===== src/design/mct_map.svh =====
// Register offsets, field positions, control/status reset value and timing counts of the clock/time base block
`ifndef MCT_MAP_SVH
`define MCT_MAP_SVH
`define MCT_CTRL_STATUS_OFS 12'h000
`define MCT_IRQ_STATUS_OFS 12'h004
`define MCT_IRQ_MASK_OFS 12'h008
`define MCT_POWER_CTRL_OFS 12'h00c
`define MCT_CTRL_STATUS_RST 8'h00
`define MCT_BIT_CLKOUT 7
`define MCT_BIT_CPUDIV_HI 6
`define MCT_BIT_CPUDIV_LO 5
`define MCT_BIT_SLOW 4
`define MCT_BIT_TB_HI 3
`define MCT_BIT_TB_LO 2
`define MCT_BIT_IRQEN 1
`define MCT_BIT_OVF 0
`define MCT_TB_PERIOD0 18'd16000
`define MCT_TB_PERIOD1 18'd32000
`define MCT_TB_PERIOD2 18'd80000
`define MCT_TB_PERIOD3 18'd200000
`endif


===== src/design/mct_pkg.sv =====
// Types of the clock/time base block
package mct_pkg;
  typedef enum logic [1:0] {
    MCT_RUN = 2'b00,
    MCT_WAIT = 2'b01,
    MCT_ACTIVE_HALT = 2'b10,
    MCT_HALT = 2'b11
  } mct_power_type;

  typedef struct packed {
    logic clock_out_select;
    logic [1:0] cpu_div_select;
    logic slow_mode_select;
    logic [1:0] timebase_period_select;
    logic timebase_irq_enable;
    logic timebase_overflow_flag;
  } mct_csr_type;
endpackage : mct_pkg


===== src/design/mct_cpu_div.sv =====
// CPU clock enable divider driven from the half-oscillator enable
`timescale 1ns/1ps
`default_nettype none
module mct_cpu_div (
  input wire logic clk_sys,
  input wire logic rst_n,
  input wire logic osc_en,
  input wire logic slow_mode,
  input wire logic [1:0] div_sel,
  output logic cpu_en
);
  logic [3:0] cnt_ff;
  logic [3:0] nxt_cnt;
  logic [3:0] limit;

  always_comb begin
    limit = 4'h0;
    case (div_sel)
      2'b00: limit = 4'h1;
      2'b01: limit = 4'h3;
      2'b10: limit = 4'h7;
      2'b11: limit = 4'hf;
      default: limit = 4'h1;
    endcase
    nxt_cnt = (cnt_ff >= limit) ? 4'h0 : cnt_ff + 4'h1;
  end

  always_ff @(posedge clk_sys or negedge rst_n) begin
    if (!rst_n) begin
      cnt_ff <= 4'h0;
    end else if (!slow_mode) begin
      cnt_ff <= 4'h0;
    end else if (osc_en) begin
      cnt_ff <= nxt_cnt;
    end
  end

  assign cpu_en = osc_en & (!slow_mode | (cnt_ff == 4'h0));

  chk_normal_pass: assert property (@(posedge clk_sys) disable iff (!rst_n)
    !slow_mode |-> (cpu_en == osc_en)) else $error("cpu enable not equal osc enable");
endmodule : mct_cpu_div
`default_nettype wire


===== src/design/mct_clock_timebase.sv =====
// Main clock controller with time base, APB registers and interrupt
`timescale 1ns/1ps
`default_nettype none
`include "mct_map.svh"
// Function
// - Clock-out bit drives half-oscillator clock on pin, else pin stays GPIO
// - Slow mode divides half-oscillator clock by 2, 4, 8 or 16
// - Prescaler acts only in slow mode; otherwise CPU clock undivided
// - Time-base field picks 16000, 32000, 80000 or 200000 cycle period
// - New time-base selection takes effect at end of current period
// - Interrupt enable bit gates the time-base interrupt request
// - Halt with interrupt enabled and auto-wakeup halt clear enters active halt, not full halt
// - Enabled time-base interrupt wakes device from active halt
// - Reset clears whole control/status register
// - Interrupt raised when flag set, enable set and CPU mask clear
// - Wait mode keeps time base running; its interrupt ends wait
// - Active halt keeps counter running, control/status writes blocked (mask register still writable)
// - Full and auto-wakeup halt freeze counter; no time-base wakeup
module mct_clock_timebase #(
  parameter logic [17:0] PERIOD0 = `MCT_TB_PERIOD0,
  parameter logic [17:0] PERIOD1 = `MCT_TB_PERIOD1,
  parameter logic [17:0] PERIOD2 = `MCT_TB_PERIOD2,
  parameter logic [17:0] PERIOD3 = `MCT_TB_PERIOD3
) (
  input wire logic clk_sys,
  input wire logic reset_n,
  input wire logic psel,
  input wire logic penable,
  input wire logic pwrite,
  input wire logic [11:0] paddr,
  input wire logic [31:0] pwdata,
  output logic [31:0] prdata,
  output logic pready,
  output logic pslverr,
  input wire logic cpu_irq_mask,
  input wire logic halt_req,
  input wire logic wfi_req,
  input wire logic ext_wakeup,
  input wire logic auto_wakeup_halt,
  input wire logic gpio_out,
  input wire logic gpio_oe,
  output logic clk_out_pin_o,
  output logic clk_out_pin_oe,
  output logic half_osc_clock_en,
  output logic cpu_clk_en,
  output logic timebase_irq,
  output logic wakeup,
  output logic [1:0] power_state,
  output logic irq
);
  // ============================================================
  // Reset synchroniser and half-oscillator enable
  logic [1:0] rst_sync_ff;
  logic rst_n;
  logic osc_en_ff;

  always_ff @(posedge clk_sys or negedge reset_n) begin
    if (!reset_n) begin
      rst_sync_ff <= 2'b00;
    end else begin
      rst_sync_ff <= {rst_sync_ff[0], 1'b1};
    end
  end
  assign rst_n = rst_sync_ff[1];

  always_ff @(posedge clk_sys or negedge rst_n) begin
    if (!rst_n) begin
      osc_en_ff <= 1'b0;
    end else begin
      osc_en_ff <= ~osc_en_ff;
    end
  end
  assign half_osc_clock_en = osc_en_ff;

  // ============================================================
  // Power mode
  mct_pkg::mct_power_type pwr_ff;
  mct_pkg::mct_csr_type csr_ff;
  logic tb_event;
  logic regs_frozen;
  logic cnt_run;

  function automatic logic [17:0] period_of(input logic [1:0] sel);
    case (sel)
      2'b00: period_of = PERIOD0;
      2'b01: period_of = PERIOD1;
      2'b10: period_of = PERIOD2;
      2'b11: period_of = PERIOD3;
      default: period_of = PERIOD0;
    endcase
  endfunction : period_of

  assign wakeup = ((pwr_ff == mct_pkg::MCT_WAIT || pwr_ff == mct_pkg::MCT_ACTIVE_HALT)
                   && timebase_irq) || (pwr_ff != mct_pkg::MCT_RUN && ext_wakeup);

  always_ff @(posedge clk_sys or negedge rst_n) begin
    if (!rst_n) begin
      pwr_ff <= mct_pkg::MCT_RUN;
    end else begin
      case (pwr_ff)
        mct_pkg::MCT_RUN: begin
          if (halt_req) begin
            pwr_ff <= (csr_ff.timebase_irq_enable && !auto_wakeup_halt) ?
                      mct_pkg::MCT_ACTIVE_HALT : mct_pkg::MCT_HALT;
          end else if (wfi_req) begin
            pwr_ff <= mct_pkg::MCT_WAIT;
          end
        end
        mct_pkg::MCT_WAIT, mct_pkg::MCT_ACTIVE_HALT, mct_pkg::MCT_HALT: begin
          if (wakeup) begin
            pwr_ff <= mct_pkg::MCT_RUN;
          end
        end
        default: pwr_ff <= mct_pkg::MCT_RUN;
      endcase
    end
  end
  assign power_state = pwr_ff;

  assign regs_frozen = (pwr_ff == mct_pkg::MCT_ACTIVE_HALT) || (pwr_ff == mct_pkg::MCT_HALT);
  assign cnt_run = osc_en_ff && (pwr_ff != mct_pkg::MCT_HALT);

  // ============================================================
  // Time base counter
  logic [17:0] tb_cnt_ff;
  logic [1:0] tb_sel_ff;

  always_ff @(posedge clk_sys or negedge rst_n) begin
    if (!rst_n) begin
      tb_cnt_ff <= 18'h00000;
      tb_sel_ff <= 2'b00;
    end else if (cnt_run) begin
      if (tb_cnt_ff >= period_of(tb_sel_ff) - 18'h00001) begin
        tb_cnt_ff <= 18'h00000;
        tb_sel_ff <= csr_ff.timebase_period_select;
      end else begin
        tb_cnt_ff <= tb_cnt_ff + 18'h00001;
      end
    end
  end
  assign tb_event = cnt_run && (tb_cnt_ff >= period_of(tb_sel_ff) - 18'h00001);

  // ============================================================
  // APB slave
  logic wr_acc;
  logic rd_acc;
  logic rd_csr;
  logic rd_irq_st;
  logic [7:0] irq_st_ff;
  logic [7:0] irq_mask_ff;
  logic [7:0] csr_bits;

  assign pready = 1'b1;
  assign wr_acc = psel && penable && pwrite;
  assign rd_acc = psel && penable && !pwrite;
  assign rd_csr = rd_acc && (paddr == `MCT_CTRL_STATUS_OFS);
  assign rd_irq_st = rd_acc && (paddr == `MCT_IRQ_STATUS_OFS);
  assign pslverr = psel && penable && !(paddr == `MCT_CTRL_STATUS_OFS ||
                   paddr == `MCT_IRQ_STATUS_OFS || paddr == `MCT_IRQ_MASK_OFS ||
                   paddr == `MCT_POWER_CTRL_OFS);
  assign csr_bits = csr_ff;

  always_ff @(posedge clk_sys or negedge rst_n) begin
    if (!rst_n) begin
      csr_ff <= `MCT_CTRL_STATUS_RST;
    end else begin
      if (wr_acc && paddr == `MCT_CTRL_STATUS_OFS && !regs_frozen) begin
        csr_ff.clock_out_select <= pwdata[`MCT_BIT_CLKOUT];
        csr_ff.cpu_div_select <= pwdata[`MCT_BIT_CPUDIV_HI:`MCT_BIT_CPUDIV_LO];
        csr_ff.slow_mode_select <= pwdata[`MCT_BIT_SLOW];
        csr_ff.timebase_period_select <= pwdata[`MCT_BIT_TB_HI:`MCT_BIT_TB_LO];
        csr_ff.timebase_irq_enable <= pwdata[`MCT_BIT_IRQEN];
      end
      if (tb_event) begin
        csr_ff.timebase_overflow_flag <= 1'b1;
      end else if (rd_csr && prdata[`MCT_BIT_OVF]) begin
        // Clear only a flag the read returned, so a set at setup is kept
        csr_ff.timebase_overflow_flag <= 1'b0;
      end
    end
  end

  // Sticky status: bit0 overflow event, bit1 wakeup event; a read clears what it returned
  always_ff @(posedge clk_sys or negedge rst_n) begin
    if (!rst_n) begin
      irq_st_ff <= 8'h00;
    end else begin
      irq_st_ff <= (rd_irq_st ? (irq_st_ff & ~prdata[7:0]) : irq_st_ff) |
                   {6'h00, wakeup, tb_event};
    end
  end

  always_ff @(posedge clk_sys or negedge rst_n) begin
    if (!rst_n) begin
      irq_mask_ff <= 8'h00;
    end else if (wr_acc && paddr == `MCT_IRQ_MASK_OFS) begin
      irq_mask_ff <= pwdata[7:0];
    end
  end
  assign irq = |(irq_st_ff & irq_mask_ff);

  always_ff @(posedge clk_sys or negedge rst_n) begin
    if (!rst_n) begin
      prdata <= 32'h00000000;
    end else if (psel && !penable && !pwrite) begin
      case (paddr)
        `MCT_CTRL_STATUS_OFS: prdata <= {24'h000000, csr_bits};
        `MCT_IRQ_STATUS_OFS: prdata <= {24'h000000, irq_st_ff};
        `MCT_IRQ_MASK_OFS: prdata <= {24'h000000, irq_mask_ff};
        `MCT_POWER_CTRL_OFS: prdata <= {30'h00000000, pwr_ff};
        default: prdata <= 32'h00000000;
      endcase
    end
  end

  // ============================================================
  // Interrupt, clock output and CPU clock
  // enable gate
  assign timebase_irq = csr_ff.timebase_overflow_flag && csr_ff.timebase_irq_enable &&
                        !cpu_irq_mask;

  always_ff @(posedge clk_sys or negedge rst_n) begin
    if (!rst_n) begin
      clk_out_pin_o <= 1'b0;
      clk_out_pin_oe <= 1'b0;
    end else begin
      clk_out_pin_o <= csr_ff.clock_out_select ? osc_en_ff : gpio_out;
      clk_out_pin_oe <= csr_ff.clock_out_select ? 1'b1 : gpio_oe;
    end
  end

  mct_cpu_div u_cpu_div (
    .clk_sys(clk_sys),
    .rst_n(rst_n),
    .osc_en(osc_en_ff),
    .slow_mode(csr_ff.slow_mode_select),
    .div_sel(csr_ff.cpu_div_select),
    .cpu_en(cpu_clk_en)
  );

  // ============================================================
  // Checks
  chk_irq_gate: assert property (@(posedge clk_sys) disable iff (!rst_n)
    timebase_irq |-> (csr_ff.timebase_irq_enable && !cpu_irq_mask))
    else $error("irq without enable");
  chk_irq_raise: assert property (@(posedge clk_sys) disable iff (!rst_n)
    (csr_ff.timebase_overflow_flag && csr_ff.timebase_irq_enable && !cpu_irq_mask)
    |-> timebase_irq)
    else $error("irq not raised");
  chk_flag_set: assert property (@(posedge clk_sys) disable iff (!rst_n)
    tb_event |=> csr_ff.timebase_overflow_flag)
    else $error("overflow flag not set");
  chk_flag_clear: assert property (@(posedge clk_sys) disable iff (!rst_n)
    (rd_csr && prdata[`MCT_BIT_OVF] && !tb_event) |=> !csr_ff.timebase_overflow_flag)
    else $error("flag not cleared by read");
  chk_flag_keep: assert property (@(posedge clk_sys) disable iff (!rst_n)
    (rd_csr && !prdata[`MCT_BIT_OVF] && csr_ff.timebase_overflow_flag)
    |=> csr_ff.timebase_overflow_flag)
    else $error("unread flag lost");
  chk_halt_active: assert property (@(posedge clk_sys) disable iff (!rst_n)
    (pwr_ff == mct_pkg::MCT_RUN && halt_req && csr_ff.timebase_irq_enable && !auto_wakeup_halt)
    |=> pwr_ff == mct_pkg::MCT_ACTIVE_HALT)
    else $error("active halt not entered");
  chk_halt_frozen: assert property (@(posedge clk_sys) disable iff (!rst_n)
    (pwr_ff == mct_pkg::MCT_HALT && !ext_wakeup) |=> $stable(tb_cnt_ff))
    else $error("counter moved in halt");
  chk_ahalt_regs: assert property (@(posedge clk_sys) disable iff (!rst_n)
    (pwr_ff == mct_pkg::MCT_ACTIVE_HALT) |=> $stable(csr_ff.timebase_period_select))
    else $error("register changed in active halt");
  chk_ahalt_wake: assert property (@(posedge clk_sys) disable iff (!rst_n)
    (pwr_ff == mct_pkg::MCT_ACTIVE_HALT && timebase_irq) |=> pwr_ff == mct_pkg::MCT_RUN)
    else $error("no wake from active halt");
  chk_wait_wake: assert property (@(posedge clk_sys) disable iff (!rst_n)
    (pwr_ff == mct_pkg::MCT_WAIT && timebase_irq) |=> pwr_ff == mct_pkg::MCT_RUN)
    else $error("no wake from wait");
  chk_sel_hold: assert property (@(posedge clk_sys) disable iff (!rst_n)
    !tb_event |=> $stable(tb_sel_ff))
    else $error("period changed mid-period");
  chk_clk_out: assert property (@(posedge clk_sys) disable iff (!rst_n)
    csr_ff.clock_out_select |=> (clk_out_pin_oe && clk_out_pin_o == $past(osc_en_ff)))
    else $error("clock out not driven");
  chk_reset_csr: assert property (@(posedge clk_sys)
    $rose(rst_n) |-> csr_bits == 8'h00)
    else $error("register not cleared");
  chk_period_len: assert property (@(posedge clk_sys) disable iff (!rst_n)
    tb_event |-> tb_cnt_ff == period_of(tb_sel_ff) - 18'h00001)
    else $error("wrong period length");
  chk_slow_div: assert property (@(posedge clk_sys) disable iff (!rst_n)
    (cpu_clk_en && csr_ff.slow_mode_select && csr_ff.cpu_div_select == 2'b00
     && $stable(csr_ff)) |-> ##1 !cpu_clk_en ##1 !cpu_clk_en ##1 !cpu_clk_en)
    else $error("slow divide by 2 wrong");

  cov_tb_event: cover property (@(posedge clk_sys) disable iff (!rst_n) tb_event);
  cov_ahalt_wake: cover property (@(posedge clk_sys) disable iff (!rst_n)
    pwr_ff == mct_pkg::MCT_ACTIVE_HALT ##1 pwr_ff == mct_pkg::MCT_RUN);
  cov_wait_wake: cover property (@(posedge clk_sys) disable iff (!rst_n)
    pwr_ff == mct_pkg::MCT_WAIT ##1 pwr_ff == mct_pkg::MCT_RUN);
endmodule : mct_clock_timebase
`default_nettype wire


===== config.mk =====
export PLATFORM = sky130hd
export DESIGN_NAME = mct_clock_timebase
export DESIGN_NICKNAME = d
export VERILOG_FILES = /design/src/design/mct_pkg.sv /design/src/design/mct_cpu_div.sv /design/src/design/mct_clock_timebase.sv
export VERILOG_INCLUDE_DIRS = /design/src /design/src/design
export SDC_FILE = /design/constraint.sdc
export NUM_CORES = 1
export LEC_CHECK = 0
export BUFFER_PORTS_ARGS = -buffer_cell sky130_fd_sc_hd__buf_2
export CAP_MARGIN = 10
export CORE_UTILIZATION = 49
export CTS_BUF_LIST = sky130_fd_sc_hd__clkbuf_2 sky130_fd_sc_hd__clkbuf_4 sky130_fd_sc_hd__clkbuf_8
export CTS_CLUSTER_DIAMETER = 100
export CTS_CLUSTER_SIZE = 20
export DETAILED_ROUTE_END_ITERATION = 12
export GPL_TIMING_DRIVEN = 0
export PLACE_DENSITY = 0.78
export SLEW_MARGIN = 20
export SYNTH_ARGS = -nofsm -noshare
export SYNTH_HDL_FRONTEND = slang
export SYNTH_SLANG_ARGS = --single-unit

===== constraint.sdc =====
create_clock -name clk_sys -period 2.1 [get_ports clk_sys]
set_clock_uncertainty 0.15 [all_clocks]
set_input_delay 0 -clock clk_sys [delete_from_list [all_inputs] [get_ports clk_sys]]
set_output_delay 0 -clock clk_sys [all_outputs]
set_load 0.05 [all_outputs]

==> results by group, run 1 <==
GRT
  – Largest net degree at the start of global routing: 52
  – Met2 Resource Use GR: around 50%
  – First-pass GRT wire length: about 16 mm
  – GR Util All Layers: between 20% and 30%
  – Met1 usage: between 20% and 30%
  – Met3 usage: slightly below 6%
  – Most crowded layer after global routing: met2
  – Vias in the first global route: 3294
  – Initial antenna violation count: 0
  – Total grt overflow: 0

Finish
  – Area Overhead vs Synth: 40.9%
  – Ant. Diodes: 0
  – Nets: about 560
  – Layout cell share with drive strength beyond 1: 36.1%
  – Core Util, Final: slightly above 70%
  – Fillers: between 400 and 500

Detailed routing
  – Vias per cell: approximately 5.6
  – Vias: about 3.3k
  – Drt drc: 0
  – DRT antenna net count: 0
  – Pre-antenna DRT Iters: 5
  – WL final: 10.6 mm
  – Initial DRC count: 231
  – DR WL/cell: between 15 and 20 um

STA
  – Final worst slack: -265 ps
  – Setup TNS: -4540 ps
  – Tightest Pin Transition: 691 ps
  – Final hold violations: 0
  – Final max-slew violation count: 0
  – Final setup viols: 31
  – F_max: around 0.42 GHz
  – Tcrit/Tclk final: 113%
  – RSZ-0062 raised after global routing: true
  – Relative slew slack: ~54%
  – Crit path time final: ~2400 ps

Die
  – Full die area: slightly below 8000 um2
  – Rows: 31
  – Starting Density: just over 50%
  – Die width: between 80 and 90 um
  – Core area: 7210 um2
  – Ports: 99
  – Die Span Y: between 80 and 90 um

Synthesis
  – Share of flip-flops with an asynchronous set or reset: 100%
  – Yosys warns: 0
  – Primary FF master, synth: dfrtp_1
  – Synth unique cells: 54
  – Top-area cell type share of the netlist area: between 40% and 50%
  – Synth top area cells: dfrtp_1 (43%), ha_1 (7.2%), buf_4 (5.4%), nand2_1 (3.9%), mux2_1 (3.1%)
  – Syn avg cell area: 10.3 um2
  – Post-synthesis mux area share: under 10%
  – Post-synth EDFFs: 0
  – Largest area contributor in the netlist: dfrtp_1
  – Xor/xnor share of the synthesized area: 1.93%
  – Synth cell count leaders: dfrtp_1 (63), nand2_1 (38), nor2_1 (28), buf_4 (26), ha_1 (21)
  – Synthesized area: around 3600 um2
  – Synthesized instance count: roughly 350
  – Synth Register Bits: 63
  – Top-count cell post-synth: dfrtp_1
  – Adder-cell area share of the yosys netlist: under 10%
  – Simple-Gate Fraction of Synth Area: around 17%
  – Post-synthesis sequential area ratio: about 43%
  – Largest family of logic cells by synthesized area: simple AND/OR/NAND/NOR gates
  – Compound-Gate Fraction of Synth Area: about an eighth

Critical path
  – Startpoint class of the critical path: register
  – Worst-path maximum fanout: 4
  – CP Buf/Inv Count: 3
  – Critical path class: reg -> reg
  – Crit end category: register
  – Critical-path cell list: buf_6 > inv_4 > nand2_4 > ha_4 > nand4b_1 > a31oi_1 > a211oi_2 > buf_4 > a21oi_4 > mux2_4
  – Worst EP required: 2190 ps
  – Worst R2R Path Depth: 10
  – Crit-path max cell delay: about 420 ps
  – Critical path's top delay family: compound AO/OA/AOI/OAI gates
  – Critical R2R Launch: tb_sel_ff[1]
  – Reg-to-Reg End: tb_sel_ff[0]
  – Slowest CP cell: dfrtp_1
  – Internal reg-to-reg setup slack: -270 ps
  – Crit path DAT: between 2000 and 2500 ps

CTS
  – TritonCTS clock tree: built
  – Clock slew at reported path FFs: roughly 80 ps
  – Clock root buffer: clkbuf_8
  – Number of buffers created by CTS: 9
  – Worst-skew pair later-pin latency: around 360 ps
  – CTS Buffer Depth: 2
  – H-tree levels: 3
  – Sink Count: 63

Pwr
  – Max IR drop VDD: approximately 490 uV
  – Static leakage: around 2.4 nW
  – Pwr/cell area: between 600 and 700 nW/um2

Status
  – Status: finished, violations left
  – Failing checks: negative setup slack

Placement
  – # port buffers: 49
  – Dpl hpwl: roughly 5.8 mm
  – Routability Congestion: about 0.84

Job
  – Max_cap viols: 0

Worst hold path
  – Hold/Removal Path Class: reg -> async
## final cells by class
class	count	area [um2]	area share, %
inverters	12	50.0	0.977
clock inverters	5	82.6	1.61
flip-flops and latches	63	1580	30.9
well taps	99	124	2.42
plain buffers	35	263	5.13
repair buffers	95	717	14.0
multi-input cells	269	2170	42.3
clock buffers	11	139	2.71
## how the worst max path moves through the flow
| stage | from | cells past startpoint | to |
|---|---|---|---|
| detailed placement | tb_sel_ff[0] | 9 | tb_cnt_ff[10] |
| global placement | rst_sync_ff[1] | 0 | tb_cnt_ff[12] |
| finish | tb_sel_ff[1] | 10 | tb_sel_ff[0] |
| global route | tb_sel_ff[1] | 10 | tb_cnt_ff[16] |
| CTS | tb_sel_ff[1] | 10 | tb_sel_ff[0] |
| floorplan | tb_sel_ff[0] | 8 | tb_cnt_ff[10] |
## state kept, by name, indices dropped and copies added (netlist names)
name,cells
half_osc_clock_en,1
irq_mask_ff,8
prdata,8
rst_sync_ff,2
irq_st_ff,8
clk_out_pin_oe,1
clk_out_pin_o,1
tb_cnt_ff,18
u_cpu_div.cnt_ff,4
power_state,2
tb_sel_ff,2
csr_bits,8
## repair_timing
| item | in CTS | in global routing |
|---|---|---|
| hold endpoints to repair | 31 | 0 |
| gates resized for setup | 38 | 24 |
| hold buffers | 30 | 0 |
| setup buffers | 13 | 3 |
| pin swaps | 21 | 11 |
| gates cloned | 0 | 0 |
| setup endpoints to repair | 20 | 44 |
## report_power, final
group	internal, mW	total [mW]	leakage (nW)	switching (mW)
Sequential	1.30	1.42	0.824	0.119
Clock	0.697	1.21	0.114	0.508
Combinational	0.291	0.795	1.50	0.504
## per-layer routing
layer  share of wire (%)  up-vias
li1                    -     1487
met3                 5.6       44
met4                 3.9        0
met5                   0        -
met1                  35     1570
met2                  55      183
## cells in the final DEF, fill, tap and decap left out, types with 13 or more instances in the layout
master and n:
buf_2 48, nand2_1 34, dfrtp_1 61, nor2_1 27, conb_1 27, dlygate4sd3_1 29
mux2_4 16, buf_4 36, ha_1 13
## kinds of logic (layout without fill, tap and decap cells)
logic type | after synthesis | in the layout
xor gates and xnor gates | 8 | 8
buffers and inverters | 47 | 158
adders and majority gates | 21 | 21
DFF | 63 | 63
other | 2 | 27
and+or+nand+nor | 119 | 119
muxes | 27 | 27
AOI/OAI and AO/OA | 67 | 67
## stage by stage
stage                     total power [mW]  worst slack, ps  hold WS (ps)  std cells  cell area (um2)
after floorplan                       1.95             4.57          -446        379             3800
after global placement                2.09             -640          -365        527             4170
after detailed placement              2.13             -230          -358        528             4200
after CTS                             3.39             -167          9.37        587             5000
after global routing                  3.54             -311          36.1        589             5120
final                                 3.42             -265          14.1        589             5120
Power figures use the tool's default switching activity.
==> run 2: changes to the inputs <==
--- a/config.mk
+++ b/config.mk
@@ -9,5 +9,5 @@
 export BUFFER_PORTS_ARGS = -buffer_cell sky130_fd_sc_hd__buf_2
 export CAP_MARGIN = 10
-export CORE_UTILIZATION = 49
+export CORE_UTILIZATION = 50
 export CTS_BUF_LIST = sky130_fd_sc_hd__clkbuf_2 sky130_fd_sc_hd__clkbuf_4 sky130_fd_sc_hd__clkbuf_8
 export CTS_CLUSTER_DIAMETER = 100
@@ -15,5 +15,5 @@
 export DETAILED_ROUTE_END_ITERATION = 12
 export GPL_TIMING_DRIVEN = 0
-export PLACE_DENSITY = 0.78
+export PLACE_DENSITY = 0.77
 export SLEW_MARGIN = 20
 export SYNTH_ARGS = -nofsm -noshare
==> constraint.sdc (replaced) <==
create_clock -name clk_sys -period 2.6 [get_ports clk_sys]
set_clock_uncertainty 0.15 [all_clocks]
set_input_delay 0.26 -clock clk_sys [delete_from_list [all_inputs] [get_ports clk_sys]]
set_output_delay 0.26 -clock clk_sys [all_outputs]
set_load 0.05 [all_outputs]
==> run 2 against run 1 <==
The flow now finishes without violations. Sequential share of layout area up 4.6 points. Highest routed layer unchanged. Via count down 11%. Largest cell class unchanged. Clock power down 24%. Global-route usage down 4.7 points.
==> results by group, run 2 (synthesis results as in run 1) <==
Die
  – Die Span Y: 87.3 um (-0.98%)
  – Rows: 30 (-3.2%)
  – Ports: 99 (unchanged)
  – Core area: 6910 um2 (-4.3%)
  – Die width: 87.3 um (-0.98%)
  – Full die area: 7620 um2 (-2.0%)
  – Starting Density: 52.7% (+2.2 points)

Placement
  – Dpl hpwl: 5.67 mm (-1.8%)
  – Pre-CTS setup slack: 96.6 ps (+327 ps)
  – Routability Congestion: 0.848 (+1.2%)
  – # port buffers: 49 (unchanged)

Finish
  – Area Overhead vs Synth: 22.4%
  – Fillers: 546 (+14%)
  – Most frequent cells in the layout: dfrtp_1 (62), buf_2 (49), nand2_1 (38)
  – Most common cell after layout, fill and taps aside: dfrtp_1
  – Layout cell share with drive strength beyond 1: 25.7% (-10 points)
  – Max reg flops: 18 (unchanged)
  – Top reg by flops: tb_cnt_ff
  – Ant. Diodes: 0 (unchanged)
  – Reg area: 1580 um2 (about the same)
  – Nets: 528 (-6.0%)
  – Area occupied by multi-input gates: 1880 um2 (-13%)
  – Core Util, Final: 64.5% (-6.5 points)

STA
  – RSZ-0062 raised after global routing: false
  – Crit path time final: 2400 ps (+30.8 ps)
  – Final setup viols: 0 (-100%)
  – Tcrit/Tclk final: 92.2% (-20 points)
  – Relative slew slack: 57.0% (+3.0 points)
  – Tightest Pin Transition: 640 ps (-50.7 ps)
  – F_max: 0.417 GHz (-1.3%)
  – Final worst slack: 204 ps (+469 ps)
  – Final max-slew violation count: 0 (unchanged)
  – Final hold violations: 0 (unchanged)
  – Setup TNS: 0 ps (+4540 ps)

Detailed routing
  – Pre-antenna DRT Iters: 4 (-1)
  – WL final: 7.72 mm (-27%)
  – DRT antenna net count: 0 (unchanged)
  – Drt drc: 0 (unchanged)
  – Vias: 2915 (-11%)
  – DR WL/cell: 14.0 um (-22%)
  – Initial DRC count: 136 (-41%)
  – Vias per cell: 5.28 (-5.3%)

CTS
  – Worst-skew pair later-pin latency: 360 ps (about the same)
  – Sink Count: 63 (unchanged)
  – Setup Fix Bufs, Post-CTS: 0 (-13)
  – Number of buffers created by CTS: 9 (unchanged)
  – CTS Buffer Depth: 2 (unchanged)
  – H-tree levels: 3 (unchanged)
  – TritonCTS clock tree: built
  – Clock slew at reported path FFs: 70 ps (about the same)
  – Clock root buffer: clkbuf_8

Critical path
  – Critical path's top delay family: compound AO/OA/AOI/OAI gates
  – CP Buf/Inv Count: 2 (-1)
  – Worst-path maximum fanout: 10 (+6)
  – Critical path class: reg -> reg
  – Crit end category: register
  – Worst EP required: 2690 ps (+500 ps)
  – Slowest CP cell: dfrtp_1
  – Startpoint class of the critical path: register
  – CP dominant cell by count: nand2_1
  – Critical-path cell list: nand2_1 > inv_1 > ha_1 > a21oi_1 > a31oi_1 > a211oi_2 > clkbuf_4 > nand2_1 > o41ai_1
  – Crit path DAT: 2490 ps (+40 ps)
  – Crit-path max cell delay: 440 ps (+20 ps)

GRT
  – GR Util All Layers: 22.5% (-4.7 points)
  – Total grt overflow: 0 (unchanged)
  – First-pass GRT wire length: 13.0 mm (-18%)
  – Initial antenna violation count: 0 (unchanged)
  – Largest net degree at the start of global routing: 33 (-37%)
  – Vias in the first global route: 2769 (-16%)

Job
  – Max_cap viols: 0 (unchanged)

Pwr
  – Max IR drop VDD: 437 uV (-12%)
  – Static leakage: 2.20 nW (-9.5%)
  – Pwr/cell area: 585 nW/um2 (-12%)

Worst hold path
  – Hold/Removal Path Class: in -> reg

Status
  – Status: completed
==> run 2: cell count changes in the layout (fill, tap and decap cells not counted), moves of 7 or more <==
cell,delta
buf_6,-7
mux2_4,-9
dlygate4sd3_1,-18
buf_4,-10
ha_1,+8
mux2_1,+9
ha_4,-8
==> run 2: per-layer routing <==
layer	up-vias	global-route usage, %	wire, um
met5	-	0	0
met4	0	9.39	129
met3	16	5.69	316
met2	86	37.9	3950
met1	1396	27.4	3330
li1	1417	-	-
==> run 2: final cells by class <==
class                      instances  share of cell area (%)
sequential                        63                    35.5
multi-input combinational        269                    42.1
timing repair buffer              61                    8.43
inverter                          12                    1.01
tap                               96                    2.70
buffer                            35                    5.51
clock inverter                     4                    1.18
clock buffer                      12                    3.57
==> run 2: repair_timing <==
item / 4_1_cts / 5_1_grt
resized for setup: 0 / 5
hold endpoints to repair: 17 / 0
hold buffers: 11 / 0
setup endpoints to repair: 0 / 8
==> run 2: power breakdown <==
part | total [mW] | switching (mW) | internal (mW)
Sequential | 1.15 | 0.0950 | 1.05
Combinational | 0.544 | 0.350 | 0.194
Clock | 0.916 | 0.407 | 0.509
==> run 2: worst reg2reg max path, cell delays in order, from the launching register on <==
cell      delay, ps
dfrtp_1         440
nand2_1         110
inv_1            80
ha_1            320
a21oi_1         140
a31oi_1         120
a211oi_2        270
clkbuf_4        260
nand2_1         100
o41ai_1         300
==> run 2: stage by stage <==
step | instances | total power, mW | instance area, um2 | hold WS [ps]
floorplan | 379 | 1.56 | 3730 | -186
global placement | 524 | 1.67 | 4100 | -105
detailed placement | 525 | 1.70 | 4120 | -97.0
CTS | 552 | 2.61 | 4440 | 1.76
global route | 552 | 2.72 | 4450 | 14.6
finish | 552 | 2.61 | 4450 | 11.4
==> run 2: final timing paths <==
check                               start  cells after the start              to  slack (ps)
min                              halt_req                      2  power_state[1]          10
max                          tb_sel_ff[0]                      9   tb_cnt_ff[12]         200
max reg2reg                  tb_sel_ff[0]                      9   tb_cnt_ff[12]         200
min in group asynchronous         reset_n                      2  rst_sync_ff[0]          60
min reg2reg                rst_sync_ff[1]                      0  irq_mask_ff[5]         120
max in group asynchronous  rst_sync_ff[1]                      1   tb_cnt_ff[11]        1670
==> run 3: changes to the inputs <==
BUFFER_PORTS_ARGS = default   (was -buffer_cell sky130_fd_sc_hd__buf_2)
CORE_UTILIZATION = 66   (was 50)
DONT_BUFFER_PORTS = 1   (was default)
GPL_ROUTABILITY_DRIVEN = 0   (was default)
PLACE_DENSITY = 0.82   (was 0.77)
==> run 3 against run 2 <==
Setup slack lost 120 ps. Clock-buffer cell count grew 1. Clock power shrank 4.3%. Highest routed layer unchanged.
==> results by group, run 3 (synthesis results as in run 1) <==
Finish
  – Nets: 488 (-7.6%)
  – Ant. Diodes: 0 (unchanged)
  – Most common cell after layout, fill and taps aside: dfrtp_1
  – Most frequent cells in the layout: dfrtp_1 (61), nand2_1 (38), buf_4 (29)
  – Layout cell share with drive strength beyond 1: 18.0% (-7.6 points)
  – Top reg by flops: tb_cnt_ff
  – Area Overhead vs Synth: 17.9%
  – Core Util, Final: 82.4% (+18 points)
  – Max reg flops: 18 (unchanged)
  – Fillers: 303 (-45%)

GRT
  – GR Util All Layers: 28.7% (+6.2 points)
  – Initial antenna violation count: 0 (unchanged)
  – Largest net degree at the start of global routing: 50 (+52%)
  – First-pass GRT wire length: 13.0 mm (+0.37%)
  – Vias in the first global route: 2782 (+0.47%)
  – Total grt overflow: 0 (unchanged)

Detailed routing
  – WL final: 7.92 mm (+2.6%)
  – Vias per cell: 5.87 (+11%)
  – DR WL/cell: 16.3 um (+17%)
  – Vias: 2855 (-2.1%)
  – Pre-antenna DRT Iters: 5 (+1)
  – DRT antenna net count: 0 (unchanged)
  – Drt drc: 0 (unchanged)
  – Initial DRC count: 241 (+77%)

STA
  – Final worst slack: 87.6 ps (-116 ps)
  – Tcrit/Tclk final: 96.6% (+4.5 points)
  – Relative slew slack: 53.0% (-4.0 points)
  – F_max: 0.398 GHz (-4.6%)
  – Final max-slew violation count: 0 (unchanged)
  – Setup TNS: 0 ps (unchanged)
  – Final hold violations: 0 (unchanged)
  – Crit path time final: 2510 ps (+116 ps)
  – Tightest Pin Transition: 703 ps (+63.4 ps)
  – Final setup viols: 0 (unchanged)

Critical path
  – Worst EP required: 2190 ps (-500 ps)
  – Reg-to-Reg End: tb_cnt_ff[12]
  – Critical-path cell list: inv_1 > ha_1 > a22o_1
  – Startpoint class of the critical path: register
  – Critical path class: reg -> out
  – Crit path DAT: 2100 ps (-390 ps)
  – Worst-path maximum fanout: 5 (-5)
  – Crit-path max cell delay: 740 ps (+300 ps)
  – Critical R2R Launch: tb_sel_ff[0]
  – Worst R2R Path Depth: 9 (unchanged)
  – Slowest CP cell: dfrtp_1
  – Internal reg-to-reg setup slack: 130 ps (-70 ps)
  – Crit end category: output pin

CTS
  – TritonCTS clock tree: built
  – H-tree levels: 3 (unchanged)
  – Clock slew at reported path FFs: 70 ps (about the same)
  – Clock root buffer: clkbuf_8
  – CTS Buffer Depth: 2 (unchanged)
  – Sink Count: 63 (unchanged)
  – Number of buffers created by CTS: 9 (unchanged)
  – Worst-skew pair later-pin latency: 350 ps (about the same)

Die
  – Ports: 99 (unchanged)
  – Full die area: 5810 um2 (-24%)
  – Rows: 26 (-13%)
  – Die width: 76.2 um (-13%)
  – Die Span Y: 76.2 um (-13%)
  – Core area: 5200 um2 (-25%)
  – Starting Density: 69.9% (+17 points)

Pwr
  – Pwr/cell area: 593 nW/um2 (+1.3%)
  – Static leakage: 2.03 nW (-7.7%)
  – Max IR drop VDD: 612 uV (+40%)

Job
  – Max_cap viols: 0 (unchanged)

Placement
  – Dpl hpwl: 5.19 mm (-8.4%)
  – # port buffers: 0 (-100%)
  – Pre-CTS setup slack: -81.7 ps (-178 ps)

Status
  – Status: completed

Worst hold path
  – WHS Endpoint: prdata[1]
  – Hold Crit Start: paddr[10]
  – Cell count of the worst hold path: 3 (+1)
  – Hold/Removal Path Class: in -> reg
[run 3: worst max-delay path: cells and delay by family (launching register included)]
family	cells	cell delay, ps
AO/OA/AOI/OAI	1	490
buffers and inverters	1	200
flip-flops	1	740
adder cells (fa/ha/maj)	1	340
[run 3: layer usage]
layer  part of all wire (%)  wire [um]  track usage [%]  up-vias
met1                     43       3390             37.2     1368
met5                      0          0                0        -
met3                    5.5        439             5.87       27
met4                    3.5        275             15.0        0
li1                       -          -                -     1334
met2                     48       3820             45.7      126
[run 3: repair_timing]
action,in CTS,in global routing
gates resized for setup,3,7
endpoints found under the hold margin,22,0
setup endpoints to repair,3,16
buffers inserted,0,2
pin swaps,0,1
hold buffers,18,0
[run 3: area by class of cell]
cell class              count  area, um2  area share, %
clock buffers              13        160           3.74
multi-input cells         269       1900           44.4
well taps                  70       87.6           2.04
flip-flops and latches     63       1580           36.9
plain buffers              35        245           5.72
repair buffers             21        223           5.19
clock inverters             3       43.8           1.02
inverters                  12       45.0           1.05
[run 3: metrics by stage]
stage	std cells	cell area (um2)	power [mW]	hold slack, ps
after floorplan	379	3730	1.56	-186
after global placement	449	3820	1.62	-186
after detailed placement	450	3850	1.64	-186
after CTS	484	4240	2.52	7.01
after global routing	486	4290	2.65	35.2
final	486	4290	2.54	21.7
[run 3: how the worst max path moves through the flow]
stage	startpoint	to	cells past startpoint
2_1_floorplan	csr_bits[1]	power_state[0]	5
6_report	power_state[0]	wakeup	3
4_1_cts	power_state[0]	tb_cnt_ff[17]	6
5_1_grt	power_state[0]	wakeup	3
3_5_place_dp	tb_sel_ff[0]	tb_cnt_ff[12]	9
3_3_place_gp	rst_sync_ff[1]	prdata[0]	0
[run 3: report_power, final]
part / switching [mW] / leakage (nW) / internal (mW)
logic: 0.294 / 1.10 / 0.172
registers: 0.149 / 0.824 / 1.05
clock network: 0.376 / 0.108 / 0.501
total: 0.818 / 2.03 / 1.72
